<file path="src/core/dcc_pkg.sv">
// Shared constants and types of the channel control block
package dcc_pkg;

  // Register byte offsets on the register bus
  localparam logic [7:0] OFF_CTRL   = 8'h00; // Control word
  localparam logic [7:0] OFF_BUF_A  = 8'h04; // Buffer A start
  localparam logic [7:0] OFF_BUF_B  = 8'h08; // Buffer B start
  localparam logic [7:0] OFF_PERIPH = 8'h0C; // Peripheral data address
  localparam logic [7:0] OFF_LEN    = 8'h10; // Elements per block minus 1
  localparam logic [7:0] OFF_STAT   = 8'h14; // Sticky event status
  localparam logic [7:0] OFF_MASK   = 8'h18; // Interrupt mask
  localparam logic [7:0] OFF_STATE  = 8'h1C; // Live engine state

  // Control word field positions
  localparam int B_ON    = 15; // Channel on
  localparam int B_SIZE  = 14; // Byte when one
  localparam int B_DIR   = 13; // RAM to peripheral when one
  localparam int B_HALF  = 12; // Interrupt at half block
  localparam int B_DUMMY = 11; // Dummy peripheral write
  localparam int B_APAT  = 4;  // Low bit of address pattern
  localparam int B_ONCE  = 0;  // One-shot when one
  localparam int B_PP    = 1;  // Ping-pong when one

  // Implemented bits of the control word and reset values
  localparam logic [15:0] CTRL_MASK = 16'hF833;
  localparam logic [15:0] CTRL_RST  = 16'h0000;
  localparam logic [15:0] WORD_RST  = 16'h0000;

  // Status bit positions
  localparam int ST_BLK  = 0; // Block or half-block event
  localparam int ST_STOP = 1; // One-shot run finished
  localparam int ST_W    = 2; // Number of status bits

  // Addressing patterns
  typedef enum logic [1:0] {
    AP_INC = 2'b00,
    AP_FIX = 2'b01,
    AP_PIA = 2'b10,
    AP_RSV = 2'b11
  } dcc_apat_t;

  // Engine states
  typedef enum logic [1:0] {
    S_IDLE = 2'b00,
    S_RD   = 2'b01,
    S_WR   = 2'b10,
    S_NEXT = 2'b11
  } dcc_state_t;

endpackage : dcc_pkg

</file>
<file path="src/core/dcc_agen_if.sv">
`timescale 1ns/1ps
// Link between engine and RAM address generator
interface dcc_agen_if;
  logic        load;    // Restart offset at zero
  logic        step;    // Element finished
  logic        byte_sz; // Byte elements
  logic [1:0]  pattern; // Addressing pattern
  logic [15:0] base;    // Active buffer start
  logic [15:0] index;   // Offset given by peripheral
  logic [15:0] addr;    // Current RAM address

  // Engine side
  modport ctl (output load, step, byte_sz, pattern, base, index,
               input addr);
  // Generator side
  modport gen (input load, step, byte_sz, pattern, base, index,
               output addr);
endinterface : dcc_agen_if

</file>
<file path="src/core/dcc_top.sv">
// Register access over APB and the address map were decided locally.
`timescale 1ns/1ps
// Behaviour
// - Channel-on bit gates all transfers
// - Size bit picks byte or word elements
// - Half bit moves block interrupt to midpoint
// - Dummy write to peripheral with RAM write
// - Address pattern: increment, fixed, peripheral indirect
// - Continuous modes restart, ping-pong alternates buffers
// - One-shot stops; ping-pong one block each
module dcc_top (
  input  wire logic        pclk,
  input  wire logic        presetn,
  input  wire logic [7:0]  paddr,
  input  wire logic        psel,
  input  wire logic        penable,
  input  wire logic        pwrite,
  input  wire logic [31:0] pwdata,
  output logic      [31:0] prdata,
  output logic             pready,
  output logic             pslverr,
  input  wire logic        xfer_trig,
  input  wire logic [15:0] per_index,
  output logic             ram_req,
  output logic             ram_we,
  output logic      [15:0] ram_addr,
  output logic      [1:0]  ram_be,
  output logic      [15:0] ram_wdata,
  input  wire logic [15:0] ram_rdata,
  input  wire logic        ram_ack,
  output logic             per_req,
  output logic             per_we,
  output logic      [15:0] per_addr,
  output logic      [1:0]  per_be,
  output logic      [15:0] per_wdata,
  input  wire logic [15:0] per_rdata,
  input  wire logic        per_ack,
  output logic             irq
);

  // Software registers
  logic [15:0] ctrl_q;   // Control word
  logic [15:0] buf_a_q;  // Buffer A start
  logic [15:0] buf_b_q;  // Buffer B start
  logic [15:0] periph_q; // Peripheral data address
  logic [15:0] len_q;    // Elements per block minus 1
  logic [15:0] ctrl_d;   // Next control word

  // Engine state
  dcc_pkg::dcc_state_t st_q;     // Current state
  dcc_pkg::dcc_state_t st_d;     // Next state
  logic [15:0]         count_q;  // Elements done in block
  logic [15:0]         count_d;  // Next count
  logic                bsel_q;   // Buffer B active
  logic                bsel_d;   // Next buffer select
  logic                trig_q;   // Pending element request
  logic                trig_d;   // Next pending request

  // Bus master next values
  logic        ram_req_d;
  logic        ram_we_d;
  logic [15:0] ram_addr_d;
  logic [1:0]  ram_be_d;
  logic [15:0] ram_wdata_d;
  logic        per_req_d;
  logic        per_we_d;
  logic [15:0] per_addr_d;
  logic [1:0]  per_be_d;
  logic [15:0] per_wdata_d;

  // Register bus signals
  logic        acc;      // Access phase
  logic        cap;      // First access cycle, answer prepared
  logic        wr_en;    // Completing write edge
  logic        hit;      // Mapped address
  logic [31:0] rd_mux;   // Read data
  localparam int ST_W_C = dcc_pkg::ST_W; // Status width
  logic [ST_W_C-1:0] st_bits; // Busy and buffer flags
  logic [ST_W_C-1:0] irq_stat;
  logic [ST_W_C-1:0] irq_mask;
  logic [ST_W_C-1:0] evt;
  logic [ST_W_C-1:0] clr;

  // Control fields
  logic       channel_on; // Channel on
  logic       byte_sz;   // Byte elements
  logic       dir;       // RAM to peripheral
  logic       half;      // Half-block interrupt
  logic       dummy;     // Dummy peripheral write
  logic [1:0] apat;      // Address pattern
  logic       once;      // One-shot
  logic       pp;        // Ping-pong

  // Datapath and sequencing wires
  logic        go;       // Start an element
  logic        src_ack;  // Source answered
  logic [15:0] src_raw;  // Raw source data
  logic        src_a0;   // Source byte address bit
  logic [7:0]  lane;     // Selected byte
  logic [15:0] wdata;    // Element data to write
  logic [15:0] dst_addr; // RAM address of this element
  logic        wr_done;  // All writes answered
  logic        blk_end;  // Last element of block
  logic        at_half;  // Midpoint element
  logic        stop;     // Run finishes here
  logic        arm;      // Software turns channel on

  dcc_agen_if ag ();

  assign channel_on = ctrl_q[dcc_pkg::B_ON];
  assign byte_sz = ctrl_q[dcc_pkg::B_SIZE];
  assign dir     = ctrl_q[dcc_pkg::B_DIR];
  assign half    = ctrl_q[dcc_pkg::B_HALF];
  assign dummy   = ctrl_q[dcc_pkg::B_DUMMY];
  assign apat    = ctrl_q[dcc_pkg::B_APAT +: 2];
  assign once    = ctrl_q[dcc_pkg::B_ONCE];
  assign pp      = ctrl_q[dcc_pkg::B_PP];

  // Register bus decode: one wait state, write at completing edge
  assign acc   = psel & penable;
  assign cap   = acc & ~pready;
  assign wr_en = acc & pready & pwrite & hit;
  assign hit   = (paddr == dcc_pkg::OFF_CTRL)   ||
                 (paddr == dcc_pkg::OFF_BUF_A)  ||
                 (paddr == dcc_pkg::OFF_BUF_B)  ||
                 (paddr == dcc_pkg::OFF_PERIPH) ||
                 (paddr == dcc_pkg::OFF_LEN)    ||
                 (paddr == dcc_pkg::OFF_STAT)   ||
                 (paddr == dcc_pkg::OFF_MASK)   ||
                 (paddr == dcc_pkg::OFF_STATE);
  assign st_bits = {bsel_q, st_q != dcc_pkg::S_IDLE};
  assign rd_mux =
    (paddr == dcc_pkg::OFF_CTRL)   ? {16'h0000, ctrl_q} :
    (paddr == dcc_pkg::OFF_BUF_A)  ? {16'h0000, buf_a_q} :
    (paddr == dcc_pkg::OFF_BUF_B)  ? {16'h0000, buf_b_q} :
    (paddr == dcc_pkg::OFF_PERIPH) ? {16'h0000, periph_q} :
    (paddr == dcc_pkg::OFF_LEN)    ? {16'h0000, len_q} :
    (paddr == dcc_pkg::OFF_STAT)   ? {30'h00000000, irq_stat} :
    (paddr == dcc_pkg::OFF_MASK)   ? {30'h00000000, irq_mask} :
    (paddr == dcc_pkg::OFF_STATE)  ? {count_q, 14'h0000, st_bits} :
    32'h00000000;
  assign clr = (wr_en && paddr == dcc_pkg::OFF_STAT) ?
               pwdata[ST_W_C-1:0] : '0;

  // Control word: software write masks unbuilt bits, stop clears on
  assign arm    = wr_en && paddr == dcc_pkg::OFF_CTRL &&
                  pwdata[dcc_pkg::B_ON] && !channel_on;
  assign ctrl_d = (wr_en && paddr == dcc_pkg::OFF_CTRL) ?
                  (pwdata[15:0] & dcc_pkg::CTRL_MASK) :
                  stop ? (ctrl_q & ~(16'h0001 << dcc_pkg::B_ON)) :
                  ctrl_q;

  // Element sequencing
  assign go      = channel_on && trig_q && st_q == dcc_pkg::S_IDLE;
  assign src_ack = dir ? ram_ack : per_ack;
  assign src_raw = dir ? ram_rdata : per_rdata;
  assign src_a0  = dir ? ram_addr[0] : per_addr[0];
  assign lane    = src_a0 ? src_raw[15:8] : src_raw[7:0];
  assign wdata   = byte_sz ? {lane, lane} : src_raw;
  assign dst_addr = ag.addr;
  assign wr_done = (!ram_req || ram_ack) && (!per_req || per_ack);
  assign blk_end = count_q == len_q;
  assign at_half = count_q == (len_q >> 1);
  assign stop    = st_q == dcc_pkg::S_NEXT && blk_end && once &&
                   (!pp || bsel_q);
  // Interrupt point follows the half bit
  assign evt[dcc_pkg::ST_BLK]  = st_q == dcc_pkg::S_NEXT &&
                                 (half ? at_half : blk_end);
  assign evt[dcc_pkg::ST_STOP] = stop;

  // Address generator hookup
  assign ag.load    = arm || (st_q == dcc_pkg::S_NEXT && blk_end);
  assign ag.step    = st_q == dcc_pkg::S_NEXT;
  assign ag.byte_sz = byte_sz;
  assign ag.pattern = apat;
  assign ag.base    = bsel_q ? buf_b_q : buf_a_q;
  assign ag.index   = per_index;

  // Byte lane enables for a 16-bit bus
  function automatic logic [1:0] lanes(input logic bsz, input logic a0);
    lanes = bsz ? (a0 ? 2'b10 : 2'b01) : 2'b11;
  endfunction : lanes

  // Next state, counters and bus requests
  always_comb
  begin
    st_d        = st_q;
    count_d     = arm ? 16'h0000 : count_q;
    bsel_d      = arm ? 1'b0 : bsel_q;
    trig_d      = trig_q;
    ram_req_d   = ram_req & ~ram_ack;
    ram_we_d    = ram_we;
    ram_addr_d  = ram_addr;
    ram_be_d    = ram_be;
    ram_wdata_d = ram_wdata;
    per_req_d   = per_req & ~per_ack;
    per_we_d    = per_we;
    per_addr_d  = per_addr;
    per_be_d    = per_be;
    per_wdata_d = per_wdata;
    if (go)
      trig_d = 1'b0;
    if (xfer_trig)
      trig_d = 1'b1;
    case (st_q)
      dcc_pkg::S_IDLE:
      begin
        // Read the source element
        if (go)
        begin
          st_d = dcc_pkg::S_RD;
          if (dir)
          begin
            ram_req_d  = 1'b1;
            ram_we_d   = 1'b0;
            ram_addr_d = dst_addr;
            ram_be_d   = lanes(byte_sz, dst_addr[0]);
          end
          else
          begin
            per_req_d  = 1'b1;
            per_we_d   = 1'b0;
            per_addr_d = periph_q;
            per_be_d   = lanes(byte_sz, periph_q[0]);
          end
        end
      end
      dcc_pkg::S_RD:
      begin
        // Source answered: write the destination
        if (src_ack)
        begin
          st_d = dcc_pkg::S_WR;
          if (dir)
          begin
            per_req_d   = 1'b1;
            per_we_d    = 1'b1;
            per_addr_d  = periph_q;
            per_be_d    = lanes(byte_sz, periph_q[0]);
            per_wdata_d = wdata;
          end
          else
          begin
            ram_req_d   = 1'b1;
            ram_we_d    = 1'b1;
            ram_addr_d  = dst_addr;
            ram_be_d    = lanes(byte_sz, dst_addr[0]);
            ram_wdata_d = wdata;
            if (dummy)
            begin
              per_req_d   = 1'b1;
              per_we_d    = 1'b1;
              per_addr_d  = periph_q;
              per_be_d    = lanes(byte_sz, periph_q[0]);
              per_wdata_d = 16'h0000;
            end
          end
        end
      end
      dcc_pkg::S_WR:
      begin
        // Wait for every write to be answered
        if (wr_done)
          st_d = dcc_pkg::S_NEXT;
      end
      dcc_pkg::S_NEXT:
      begin
        // Count element, restart or end the block
        st_d    = dcc_pkg::S_IDLE;
        count_d = blk_end ? 16'h0000 : count_q + 16'h0001;
        if (blk_end && pp)
          bsel_d = ~bsel_q;
      end
      default:
        st_d = dcc_pkg::S_IDLE;
    endcase
  end

  // Software registers
  always_ff @(posedge pclk or negedge presetn)
  begin
    if (!presetn)
    begin
      ctrl_q   <= dcc_pkg::CTRL_RST;
      buf_a_q  <= dcc_pkg::WORD_RST;
      buf_b_q  <= dcc_pkg::WORD_RST;
      periph_q <= dcc_pkg::WORD_RST;
      len_q    <= dcc_pkg::WORD_RST;
    end
    else
    begin
      ctrl_q <= ctrl_d;
      if (wr_en && paddr == dcc_pkg::OFF_BUF_A)
        buf_a_q <= pwdata[15:0];
      if (wr_en && paddr == dcc_pkg::OFF_BUF_B)
        buf_b_q <= pwdata[15:0];
      if (wr_en && paddr == dcc_pkg::OFF_PERIPH)
        periph_q <= pwdata[15:0];
      if (wr_en && paddr == dcc_pkg::OFF_LEN)
        len_q <= pwdata[15:0];
    end
  end

  // Register bus answer
  always_ff @(posedge pclk or negedge presetn)
  begin
    if (!presetn)
    begin
      pready  <= 1'b0;
      pslverr <= 1'b0;
      prdata  <= 32'h00000000;
    end
    else
    begin
      pready  <= cap;
      pslverr <= cap & ~hit;
      if (cap)
        prdata <= pwrite ? 32'h00000000 : rd_mux;
    end
  end

  // Engine registers
  always_ff @(posedge pclk or negedge presetn)
  begin
    if (!presetn)
    begin
      st_q    <= dcc_pkg::S_IDLE;
      count_q <= 16'h0000;
      bsel_q  <= 1'b0;
      trig_q  <= 1'b0;
    end
    else
    begin
      st_q    <= st_d;
      count_q <= count_d;
      bsel_q  <= bsel_d;
      trig_q  <= trig_d;
    end
  end

  // Bus master outputs
  always_ff @(posedge pclk or negedge presetn)
  begin
    if (!presetn)
    begin
      ram_req   <= 1'b0;
      ram_we    <= 1'b0;
      ram_addr  <= 16'h0000;
      ram_be    <= 2'b00;
      ram_wdata <= 16'h0000;
      per_req   <= 1'b0;
      per_we    <= 1'b0;
      per_addr  <= 16'h0000;
      per_be    <= 2'b00;
      per_wdata <= 16'h0000;
    end
    else
    begin
      ram_req   <= ram_req_d;
      ram_we    <= ram_we_d;
      ram_addr  <= ram_addr_d;
      ram_be    <= ram_be_d;
      ram_wdata <= ram_wdata_d;
      per_req   <= per_req_d;
      per_we    <= per_we_d;
      per_addr  <= per_addr_d;
      per_be    <= per_be_d;
      per_wdata <= per_wdata_d;
    end
  end

  // Address generator
  dcc_addr_gen u_agen (
    .pclk    (pclk),
    .presetn (presetn),
    .ag      (ag)
  );

  // Status, mask and interrupt
  dcc_irq #(
    .W (ST_W_C)
  ) u_irq (
    .pclk       (pclk),
    .presetn    (presetn),
    .evt        (evt),
    .clr        (clr),
    .mask_wr    (wr_en && paddr == dcc_pkg::OFF_MASK),
    .mask_wdata (pwdata[ST_W_C-1:0]),
    .status     (irq_stat),
    .mask       (irq_mask),
    .irq        (irq)
  );
endmodule : dcc_top

</file>
<file path="src/core/dcc_addr_gen.sv">
`timescale 1ns/1ps
// RAM address generator for one channel
module dcc_addr_gen (
  input wire logic pclk,
  input wire logic presetn,
  dcc_agen_if.gen  ag
);

  logic [15:0] off_q; // Post-increment offset
  logic [15:0] off_d; // Next offset
  logic [15:0] inc;   // Step per element

  assign inc   = ag.byte_sz ? 16'h0001 : 16'h0002;
  // Only the post-increment pattern advances
  assign off_d = ag.load ? 16'h0000 :
                 (ag.step && ag.pattern == dcc_pkg::AP_INC) ?
                 off_q + inc : off_q;
  // Peripheral indirect takes its offset from the peripheral
  assign ag.addr = ag.base + ((ag.pattern == dcc_pkg::AP_PIA) ?
                   ag.index : off_q);

  // Offset register
  always_ff @(posedge pclk or negedge presetn)
  begin
    if (!presetn)
      off_q <= 16'h0000;
    else
      off_q <= off_d;
  end
endmodule : dcc_addr_gen

</file>
<file path="src/core/dcc_irq.sv">
`timescale 1ns/1ps
// Sticky event status, mask and interrupt line
module dcc_irq #(
  parameter int W = 2
) (
  input  wire logic         pclk,
  input  wire logic         presetn,
  input  wire logic [W-1:0] evt,
  input  wire logic [W-1:0] clr,
  input  wire logic         mask_wr,
  input  wire logic [W-1:0] mask_wdata,
  output logic      [W-1:0] status,
  output logic      [W-1:0] mask,
  output logic              irq
);

  logic [W-1:0] stat_d; // Next status
  logic [W-1:0] mask_d; // Next mask

  // A set in the clearing cycle survives
  assign stat_d = (status & ~clr) | evt;
  assign mask_d = mask_wr ? mask_wdata : mask;

  // Status, mask and registered interrupt level
  always_ff @(posedge pclk or negedge presetn)
  begin
    if (!presetn)
    begin
      status <= '0;
      mask   <= '0;
      irq    <= 1'b0;
    end
    else
    begin
      status <= stat_d;
      mask   <= mask_d;
      irq    <= |(stat_d & mask_d);
    end
  end
endmodule : dcc_irq

</file>
<file path="config.mk">
export PLATFORM = sky130hd
export DESIGN_NAME = dcc_top
export DESIGN_NICKNAME = d
export VERILOG_FILES = /design/src/core/dcc_pkg.sv /design/src/core/dcc_agen_if.sv /design/src/core/dcc_top.sv /design/src/core/dcc_addr_gen.sv /design/src/core/dcc_irq.sv
export SDC_FILE = /design/constraint.sdc
export NUM_CORES = 1
export LEC_CHECK = 0
export ABC_AREA = 0
export BUFFER_PORTS_ARGS = -buffer_cell sky130_fd_sc_hd__buf_2
export CAP_MARGIN = 30
export CORE_MARGIN = 8
export CORE_UTILIZATION = 31
export CTS_CLUSTER_DIAMETER = 40
export CTS_CLUSTER_SIZE = 30
export DETAILED_ROUTE_END_ITERATION = 10
export GPL_ROUTABILITY_DRIVEN = 0
export SLEW_MARGIN = 20
export SYNTH_ARGS = -nofsm -noshare
export SYNTH_HDL_FRONTEND = slang
export SYNTH_SLANG_ARGS = --single-unit
</file>
<file path="constraint.sdc">
create_clock -name pclk -period 10 [get_ports pclk]
set_input_delay 0 -clock pclk [delete_from_list [all_inputs] [get_ports pclk]]
set_output_delay 0 -clock pclk [all_outputs]
set_load 0.02 [all_outputs]
</file>
==> results_dict.tcl, run 1 <==
set metrics [dict create \
    grt_antenna_before_repair 1 \
    slew_headroom_pct 34.8 \
    flow.area_growth_from_synthesis_pct 30.3 \
    end_kind "flip-flop" \
    worst_skew_pair_latency_ns 0.51 \
    rows 69 \
    vias 8858 \
    synth_enable_flop_cells 0 \
    area_share_of_the_largest_cell_type_after_synthesis_pct 49.8 \
    critical_path.max_stage_delay_ns 0.48 \
    worst_slew_pin_slew_ns 0.977 \
    cts.sinks 220 \
    placement.setup.worst_slack_ns 6.39 \
    final_cell_area_um2 14400 \
    track_usage_pct 16.2 \
    path_cells "nor2b_1 -> buf_4 -> mux2_2 -> ha_1 -> inv_1 -> fa_1 -> nand2b_1 -> a2111oi_0 -> nor3_1 -> a221oi_1 -> xnor2_1 -> o21ai_0" \
    worst_setup_path_endpoint "ram_addr[14]" \
    yosysSeqAreaShare_pct 49.8 \
    post-route-drc-count 0 \
    report.final.slew_viol_count 0 \
    outcome "completed" \
    utilization_pct 40.8 \
    synthFlopType "dfrtp_1" \
    layout-drive-gt1-share_pct 30.1 \
    gate_count_post_synth 1010 \
    crit_path_start "ctrl_q[4]" \
    tritoncts.num_buffers 34 \
    post-route-period-util_pct 32.6 \
    die-width_um 205 \
    portBuffers 186 \
    first_global_vias 9105 \
    nets 1381 \
    fmax_ghz 0.306 \
    drt_pass1_iterations 5 \
    async_reset_ff_share_pct 100 \
    start_of_the_worst_register_to_register_path "ctrl_q[4]" \
    finalCriticalPeriod_ns 3.26 \
    clock-skew-final_ns 0.0238 \
    cts_setup_buffers 0 \
    drt_iter0_drc 602 \
    power_leakage_nw 7.19 \
    maximum_number_of_pins_on_one_net_before_global_route_repair 99 \
    wl_per_cell_um 19.7 \
    synth.lib_cells_used.distinct 62 \
    initial_core_util_pct 31.3 \
    coreArea_um2 35300 \
    synth_top_cells_by_area "dfrtp_1 (50%), mux2_2 (12%), nand2_1 (3.7%), o21ai_0 (3.6%), mux2i_1 (3.4%)" \
    timing.reg2reg.worst_path_depth 12 \
    postLayoutSetupSlackWorst_ns 6.74 \
    die_h_um 205 \
    critical_path_required_ns 10.38 \
    detail_route.wirelength_um 34300 \
    synth.yosys.warnings 0 \
    clock_tree.root_cell "clkbuf_16" \
    dp_cells 1610 \
    crit_type "reg -> reg" \
    rsz0062_at_grt "false" \
    area_of_the_die_um2 42000 \
    io_pins 203 \
    worst-path-max-fanout 17 \
    drv.max_cap_violation_count 0 \
    dp_hpwl_um 24000 \
    critical_path.reg2reg.endpoint "ram_addr[14]" \
    setup-violations-final 0 \
    critical-path-slowest-cell "a2111oi_0" \
    avgViaCountPerCell 5.07 \
    powerDensity_nw_per_um2 199 \
    placedInstanceArea_um2 12500 \
    yosys_register_bits 220 \
    clk_pin_slew_ns 0.07 \
    ir_drop_uv 103 \
    hold_path.class "in -> reg" \
    post-synth-top-area-cell "dfrtp_1" \
    synth.cell_area_um2 11100 \
    layout.cells.non_filler 1746 \
    tns_ns 0 \
    detail-route-antenna-nets 0 \
    fillerInstances 3401 \
    synth.net_count 1130 \
    data_arrival_critical_path_ns 3.64 \
    grt_first_pass_wirelength_um 53700 \
    setup.worst_path.start_class "flip-flop" \
    timing.final.hold_violations 0 \
    synthesis.area_per_instance_um2 10.9 \
    cts_tree "built" \
    cts_max_path_buffers 3 \
    ff2ff_setup_slack_ns 6.74 \
    cts_max_level 2 \
    grt_remaining_overflow 0 \
]
[placed cells by master, fill, tap and decap left out, drive strengths merged, types with 36 or more instances in the layout]
master | Yosys | routed
mux2 | 115 | 115
o21ai | 80 | 80
a22o | 37 | 37
mux2i | 38 | 38
nand2 | 111 | 111
dlygate4sd3 | 0 | 73
dfrtp | 220 | 220
buf | 12 | 202
clkbuf | 48 | 41
xnor2 | 36 | 36
nor2 | 39 | 39
[state kept, by name, summed over array words and instances (netlist names), 9 cells and up]
signal and cells:
prdata 32, buf_a_q 16, buf_b_q 16, count_q 16
len_q 16, per_addr 16, per_wdata 16, periph_q 16
ram_addr 16, ram_wdata 16, u_agen.off_q 16, ctrl_q 9
[metal layers]
layer / global-route usage [%] / vias to the layer above / share of wire (%) / routed length (um)
met4: 5.67 / 0 / 2.9 / 999
met2: 26.4 / 257 / 48 / 16300
li1: - / 4177 / - / -
met1: 20.5 / 4364 / 42 / 14400
met3: 4.06 / 60 / 7.5 / 2590
met5: 0 / - / 0 / 0
[synthesized netlist by cell type (7+ instances only)]
| master | n |
|---|---|
| a21o_1 | 10 |
| nor3_1 | 9 |
| a221oi_1 | 10 |
| mux2_2 | 115 |
| inv_1 | 23 |
| mux2i_1 | 38 |
| a31oi_1 | 9 |
| ha_1 | 22 |
| a22o_1 | 37 |
| xnor2_1 | 36 |
| xor2_1 | 23 |
| nand3_1 | 19 |
| dfrtp_1 | 220 |
| clkbuf_1 | 48 |
| nor2_1 | 37 |
| nand2b_1 | 16 |
| a222oi_1 | 7 |
| a211oi_1 | 8 |
| o21ai_0 | 80 |
| nand2_1 | 110 |
| a21oi_1 | 23 |
| nand4_1 | 13 |
| buf_2 | 9 |
| a22oi_1 | 8 |
[metrics by stage]
step                      hold slack [ns]  power [mW]
final                              0.0173        2.87
after global placement             0.0952        1.63
after floorplan                    -0.296        1.45
after detailed placement            0.110        1.66
after global routing               0.0533        3.01
after CTS                         0.00561        2.91
[final cells by class]
cell class	count	area [um2]	share of cell area (%)
tap	461	577	4.00
antenna	1	2.50	0.0174
multi-input combinational	707	5230	36.3
clock buffer	41	938	6.51
clock inverter	18	223	1.55
inverter	23	86.3	0.599
sequential	220	5510	38.2
timing repair buffer	275	1850	12.8
[worst max-delay path, delay by kind of cell (launching register included)]
kind / cells / cell delay (ns)
XOR/XNOR: 1 / 0.17
buffers and inverters: 2 / 0.32
flip-flops: 1 / 0.42
adder cells (fa/ha/maj): 2 / 0.58
multiplexers: 1 / 0.19
AND/OR/NAND/NOR: 3 / 0.52
AO/OA/AOI/OAI: 3 / 0.93
[repair_timing]
action,4_1_cts,5_1_grt
gates resized for setup,0,0
hold buffers,73,0
hold endpoints to repair,216,0
setup endpoints to repair,0,0
[worst min-delay path by stage]
stage                  from           to  slack (ns)  cells after the start
2_1_floorplan       presetn       bsel_q       -0.30                      0
3_3_place_gp        presetn       pready         0.1                      1
3_5_place_dp        presetn       pready        0.11                      1
4_1_cts            paddr[2]    prdata[1]       0.006                      4
5_1_grt        per_index[0]  ram_addr[0]        0.05                      4
6_report           paddr[2]    prdata[1]        0.02                      4
[cells by family (layout without fill, tap and decap cells)]
kind of cell / after synthesis / in the layout / share of synthesized area (%)
other cells: 0 / 1 / 0
buf+inv: 83 / 357 / 3.05
fa+ha+maj: 24 / 24 / 2.85
mux: 153 / 153 / 15.2
simple gates: 248 / 248 / 10.9
flops: 220 / 220 / 49.8
xor+xnor: 59 / 59 / 4.67
compound gates: 223 / 223 / 13.6
[where the power goes]
part	internal (mW)	total, mW	switching, mW
clock network	0.758	1.21	0.448
logic	0.242	0.608	0.366
registers	0.973	1.06	0.0847
total	1.97	2.87	0.899
(Power assumes the default switching activity.)
==> run 2, diff against run 1 <==
--- a/config.mk
+++ b/config.mk
@@ -5,7 +5,7 @@
 export SDC_FILE = /design/constraint.sdc
 export NUM_CORES = 1
 export LEC_CHECK = 0
-export ABC_AREA = 0
+export ABC_AREA = 1
 export BUFFER_PORTS_ARGS = -buffer_cell sky130_fd_sc_hd__buf_2
 export CAP_MARGIN = 30
 export CORE_MARGIN = 8
==> constraint.sdc (replaced) <==
create_clock -name pclk -period 3.4 [get_ports pclk]
set_input_delay 0 -clock pclk [delete_from_list [all_inputs] [get_ports pclk]]
set_output_delay 0 -clock pclk [all_outputs]
set_load 0.02 [all_outputs]
==> results_dict.tcl, run 2 <==
set metrics [dict create \
    cts_max_level 2 \
    wl_per_cell_um 16.3 \
    fillerInstances 3891 \
    io_pins 203 \
    nets 1878 \
    timing.final.hold_violations 0 \
    detail_route.wirelength_um 37600 \
    cts_tree "built" \
    synthFlopType "dfrtp_1" \
    ff2ff_setup_slack_ns 0.64 \
    die_h_um 212 \
    flow.area_growth_from_synthesis_pct 25.5 \
    crit_path_start "ctrl_q[4]" \
    critical_path.max_stage_delay_ns 0.39 \
    slew_headroom_pct 41.2 \
    synth_most_common_cell "nand2_1" \
    worst_skew_pair_latency_ns 0.52 \
    synthesis.area_per_instance_um2 7.70 \
    post-synth-top-area-cell "dfrtp_1" \
    area_share_of_the_largest_cell_type_after_synthesis_pct 46.2 \
    dp_hpwl_um 27800 \
    clk_pin_slew_ns 0.06 \
    p_seq_share_pct 35.1 \
    critical_path_required_ns 3.81 \
    hold_path.class "in -> reg" \
    worst-path-stages 10 \
    synth_enable_flop_cells 0 \
    synth.lib_cells_used.distinct 44 \
    cts_max_path_buffers 3 \
    rows 72 \
    setup-violations-final 0 \
    timing.reg2reg.worst_path_depth 10 \
    insertedDiodeCount 0 \
    post-route-period-util_pct 81.2 \
    area_of_the_die_um2 45000 \
    grt_antenna_before_repair 0 \
    track_usage_pct 16.6 \
    largest_register "prdata" \
    dp_cells 2206 \
    clkPwrFrac_pct 43.1 \
    final_cell_mix "nand2_1 (519), dfrtp_1 (220), buf_2 (185)" \
    drt_iter0_drc 855 \
    drt_pass1_iterations 7 \
    seq_area_um2 5510 \
    first_global_vias 10800 \
    clock-skew-final_ns 0.0284 \
    cp_num_buf_inv 1 \
    postCtsResizedCells 0 \
    detail-route-antenna-nets 0 \
    synth_top_cells_by_count "nand2_1 (519), dfrtp_1 (220), o21ai_0 (178)" \
    grt_first_pass_wirelength_um 59800 \
    initial_core_util_pct 31.1 \
    worst_setup_path_endpoint "ram_addr[11]" \
    path_cells "inv_1 -> nand2_1 -> mux2_2 -> ha_1 -> a21oi_1 -> o21ai_0 -> nand3b_1 -> or2_2 -> nand3_1 -> nand2_1" \
    power.share.switching_pct 33.6 \
    fmax_ghz 0.362 \
    intPower_mw 5.95 \
    power_leakage_nw 7.67 \
    data_arrival_critical_path_ns 3.17 \
    layout.cells.non_filler 2305 \
    worst_path_most_repeated_cell "nand2_1" \
    utilization_pct 39.0 \
    tritoncts.num_buffers 37 \
    maximum_number_of_pins_on_one_net_before_global_route_repair 96 \
    portBuffers 186 \
    yosys_register_bits 220 \
    largest_reg_flops 32 \
    post-route-drc-count 0 \
    synth.net_count 1668 \
    outcome "completed" \
    gate_count_post_synth 1548 \
    critical-path-slowest-cell "mux2_2" \
    hold_start "ram_rdata[6]" \
    crit_type "reg -> reg" \
    end_kind "flip-flop" \
    comb_power_share_pct 21.8 \
    synth_top_cells_by_area "dfrtp_1 (46%), nand2_1 (16%), o21ai_0 (7.5%), inv_1 (4.5%), nand3_1 (3.7%)" \
    synth.yosys.warnings 0 \
    layout-drive-gt1-share_pct 17.1 \
    powerDensity_nw_per_um2 599 \
    switching_power_total_mw 3.00 \
    setup.worst_path.start_class "flip-flop" \
    ir_drop_uv 293 \
    worst_slew_pin_slew_ns 0.880 \
    vias 11000 \
    clock_tree.root_cell "clkbuf_16" \
    synth.cell_area_um2 11900 \
    tns_ns 0 \
    avgViaCountPerCell 4.79 \
    finalCriticalPeriod_ns 2.76 \
    coreArea_um2 38300 \
    critical_path.top_delay_family "simple AND/OR/NAND/NOR gates" \
    critical_path.reg2reg.endpoint "ram_addr[11]" \
    multi_input_area_um2 5540 \
    grt_remaining_overflow 0 \
    start_of_the_worst_register_to_register_path "ctrl_q[4]" \
    async_reset_ff_share_pct 100 \
    yosysSeqAreaShare_pct 46.2 \
    drv.max_cap_violation_count 0 \
    die-width_um 212 \
    report.final.slew_viol_count 0 \
    cts.sinks 220 \
    rsz0062_at_grt "false" \
    final_common_cell "nand2_1" \
    worst-path-max-fanout 15 \
]
-- run 2: cell types whose count changed in the layout (fill, tap and decap cells not counted), moves of 15 or more --
cell	previous run	this run
nand2_1	110	519
inv_1	23	143
mux2_2	115	5
o21ai_0	80	178
nand3_1	19	88
nor2_1	36	89
dlygate4sd3_1	73	27
a22o_1	37	0
a21oi_1	23	55
xnor2_1	36	5
mux2i_1	38	16
nand2b_1	15	0
-- run 2: how the worst min path moves through the flow --
stage	to	depth (start not counted)
2_1_floorplan	bsel_q	0
3_3_place_gp	pslverr	1
3_5_place_dp	pslverr	1
4_1_cts	per_wdata[6]	5
5_1_grt	ram_wdata[5]	5
6_report	per_wdata[6]	5
-- run 2: worst reg2reg max path: stages (launching register included) --
cell and delay (ns):
dfrtp_1 0.34, inv_1 0.07, nand2_1 0.37, mux2_2 0.40, ha_1 0.37, a21oi_1 0.35, o21ai_0 0.17, nand3b_1 0.19
or2_2 0.27, nand3_1 0.07, nand2_1 0.06
-- run 2: cells by family after synthesis --
| group | share of synthesized area, % |
|---|---|
| flops | 46.2 |
| compound gates | 13.1 |
| buf+inv | 7.28 |
| simple gates | 26.9 |
| fa+ha+maj | 2.65 |
| mux | 1.82 |
| xor+xnor | 2.13 |
-- run 2: final cells by class --
cell class,count,area share (%)
Multi-Input combinational cell,1116,37.1
Sequential cell,220,36.8
Timing Repair Buffer,233,9.34
Clock buffer,46,7.04
Tap cell,518,4.34
Inverter,150,3.77
Clock inverter,22,1.63
-- run 2: metal layers --
layer	vias up	routed length [um]	global-route usage [%]
li1	5475	-	-
met1	5167	16600	21.6
met2	332	17600	27.6
met3	59	2530	3.20
met4	0	906	4.84
met5	-	0	0
-- run 2: power groups by stage --
| stage | combinational [mW] | clock, mW | sequential, mW |
|---|---|---|---|
| after floorplan | 1.19 | 0 | 3.26 |
| after global placement | 1.90 | 0 | 3.17 |
| after detailed placement | 1.93 | 0 | 3.18 |
| after CTS | 1.96 | 3.96 | 3.14 |
| after global routing | 2.20 | 4.08 | 3.17 |
| final | 1.95 | 3.86 | 3.14 |
-- run 2: metrics by stage --
step	hold slack, ns	total power, mW	instance area [um2]	setup slack (ns)
3_5_place_dp	0.0173	5.11	13300	0.684
6_report	0.0137	8.95	15000	0.640
4_1_cts	0.000375	9.06	14900	0.662
2_1_floorplan	-0.296	4.45	11900	1.05
5_1_grt	0.0254	9.45	15000	0.360
3_3_place_gp	0.0155	5.07	13300	0.705
-- run 2: timing repair --
item                                    in CTS  in global routing
endpoints found under the hold margin      164                  0
hold buffers                                27                  0
endpoints found under the setup margin       0                  0
buffers inserted                             0                  0
==> run 3, diff against run 2 <==
==> constraint.sdc (replaced) <==
create_clock -name pclk -period 2.6 [get_ports pclk]
set_input_delay 0 -clock pclk [delete_from_list [all_inputs] [get_ports pclk]]
set_output_delay 0 -clock pclk [all_outputs]
set_load 0.02 [all_outputs]
==> results_dict.tcl, run 3 (synthesis results as in run 2) <==
set metrics [dict create \
    outcome "completed" \
    layout-drive-gt1-share_pct 18.0 \
    rsz0062_at_grt "false" \
    die_h_um 212 \
    area_of_the_die_um2 45000 \
    die-width_um 212 \
    powerDensity_nw_per_um2 788 \
    timing.reg2reg.worst_path_depth 15 \
    initial_core_util_pct 31.1 \
    layout.cells.non_filler 2316 \
    rows 72 \
    final_cell_mix "nand2_1 (517), dfrtp_1 (220), buf_2 (185)" \
    portBuffers 186 \
    maximum_number_of_pins_on_one_net_before_global_route_repair 80 \
    critical_path_required_ns 3.01 \
    end_kind "flip-flop" \
    drt_iter0_drc 821 \
    detail_route.wirelength_um 38300 \
    largest_reg_flops 32 \
    crit_type "reg -> reg" \
    power_leakage_nw 7.73 \
    dp_cells 2224 \
    worst_skew_pair_latency_ns 0.52 \
    track_usage_pct 16.8 \
    fillerInstances 3932 \
    final_common_cell "nand2_1" \
    setup-violations-final 0 \
    hold_path.class "in -> async" \
    cts_max_level 2 \
    post-route-period-util_pct 92.3 \
    tns_ns 0 \
    cts_tree "built" \
    hold_ws_ns 0.00328 \
    grt_first_pass_wirelength_um 60600 \
    cts_max_path_buffers 3 \
    worst_slew_pin_slew_ns 0.695 \
    grt_antenna_before_repair 0 \
    worst-path-max-fanout 5 \
    insertedDiodeCount 0 \
    grt_remaining_overflow 0 \
    wl_per_cell_um 16.5 \
    io_pins 203 \
    data_arrival_critical_path_ns 2.81 \
    flow.area_growth_from_synthesis_pct 26.2 \
    drv.max_cap_violation_count 0 \
    first_global_vias 11100 \
    dp_hpwl_um 28600 \
    fmax_ghz 0.417 \
    clock_tree.root_cell "clkbuf_16" \
    clk_pin_slew_ns 0.05 \
    coreArea_um2 38300 \
    slew_headroom_pct 53.7 \
    cts.sinks 220 \
    nets 1890 \
    clock-skew-final_ns 0.0303 \
    post-route-drc-count 0 \
    report.final.slew_viol_count 0 \
    drt_pass1_iterations 5 \
    detail-route-antenna-nets 0 \
    timing.final.hold_violations 0 \
    ir_drop_uv 365 \
    largest_register "prdata" \
    finalCriticalPeriod_ns 2.40 \
    setup.worst_path.start_class "flip-flop" \
    vias 11300 \
    avgViaCountPerCell 4.86 \
    tritoncts.num_buffers 36 \
]
[run 3: final cells by class]
type                       count  area [um2]  area share [%]
multi-input combinational   1116        5550            36.9
sequential                   220        5510            36.6
timing repair buffer         246        1480            9.82
clock buffer                  40         947            6.30
tap                          518         648            4.31
inverter                     150         563            3.74
clock inverter                26         345            2.30
[run 3: critical path, stage by stage, from the launching register on]
cell     delay, ns
dfrtp_1       0.37
buf_4         0.14
o21ai_0       0.27
buf_4         0.18
inv_1         0.05
fa_1          0.45
inv_1         0.09
nand3_1       0.08
nand2_2       0.11
nand3_1       0.07
nand2_1       0.11
nand3_1       0.11
nand2_1       0.08
nand2_1       0.04
nand3_1       0.06
nand2_1       0.05
[run 3: through the flow]
step	power (mW)	instance area (um2)	setup slack [ns]	util [%]
after floorplan	5.81	11900	0.254	-
after global placement	6.69	13500	0.126	35.2
after detailed placement	6.74	13500	0.0504	35.2
after CTS	12.0	15000	0.0837	39.2
after global routing	12.5	15000	0.0115	39.3
final	11.9	15000	0.200	39.3
[run 3: final timing paths]
kind | from | end | slack [ns]
max in group asynchronous | presetn | prdata[7] | 1.64
min | presetn | pslverr | 0.003
min reg2reg | ram_addr[5] | ram_addr[5] | 0.47
max reg2reg | bsel_q | ram_addr[14] | 0.20
min in group pclk | ram_rdata[9] | ram_wdata[9] | 0.01
max | bsel_q | ram_addr[14] | 0.20
[run 3: repair_timing]
action                                  4_1_cts  5_1_grt
endpoints found under the setup margin        1        7
buffers inserted                              0        2
gates resized for setup                       1        4
hold buffers                                 24        0
endpoints found under the hold margin       255        0
[run 3: power breakdown]
group	leakage [nW]	switching (mW)	internal, mW	total (mW)
clock	0.633	1.83	3.29	5.12
combinational	4.11	1.80	0.829	2.63
sequential	2.98	0.335	3.76	4.10
[run 3: routing by layer]
layer	GRT usage (%)	vias up	wire, um
met5	0	-	0
met4	5.75	0	1180
met3	3.24	69	2590
met2	27.6	340	17700
met1	21.9	5354	16800
li1	-	5500	-
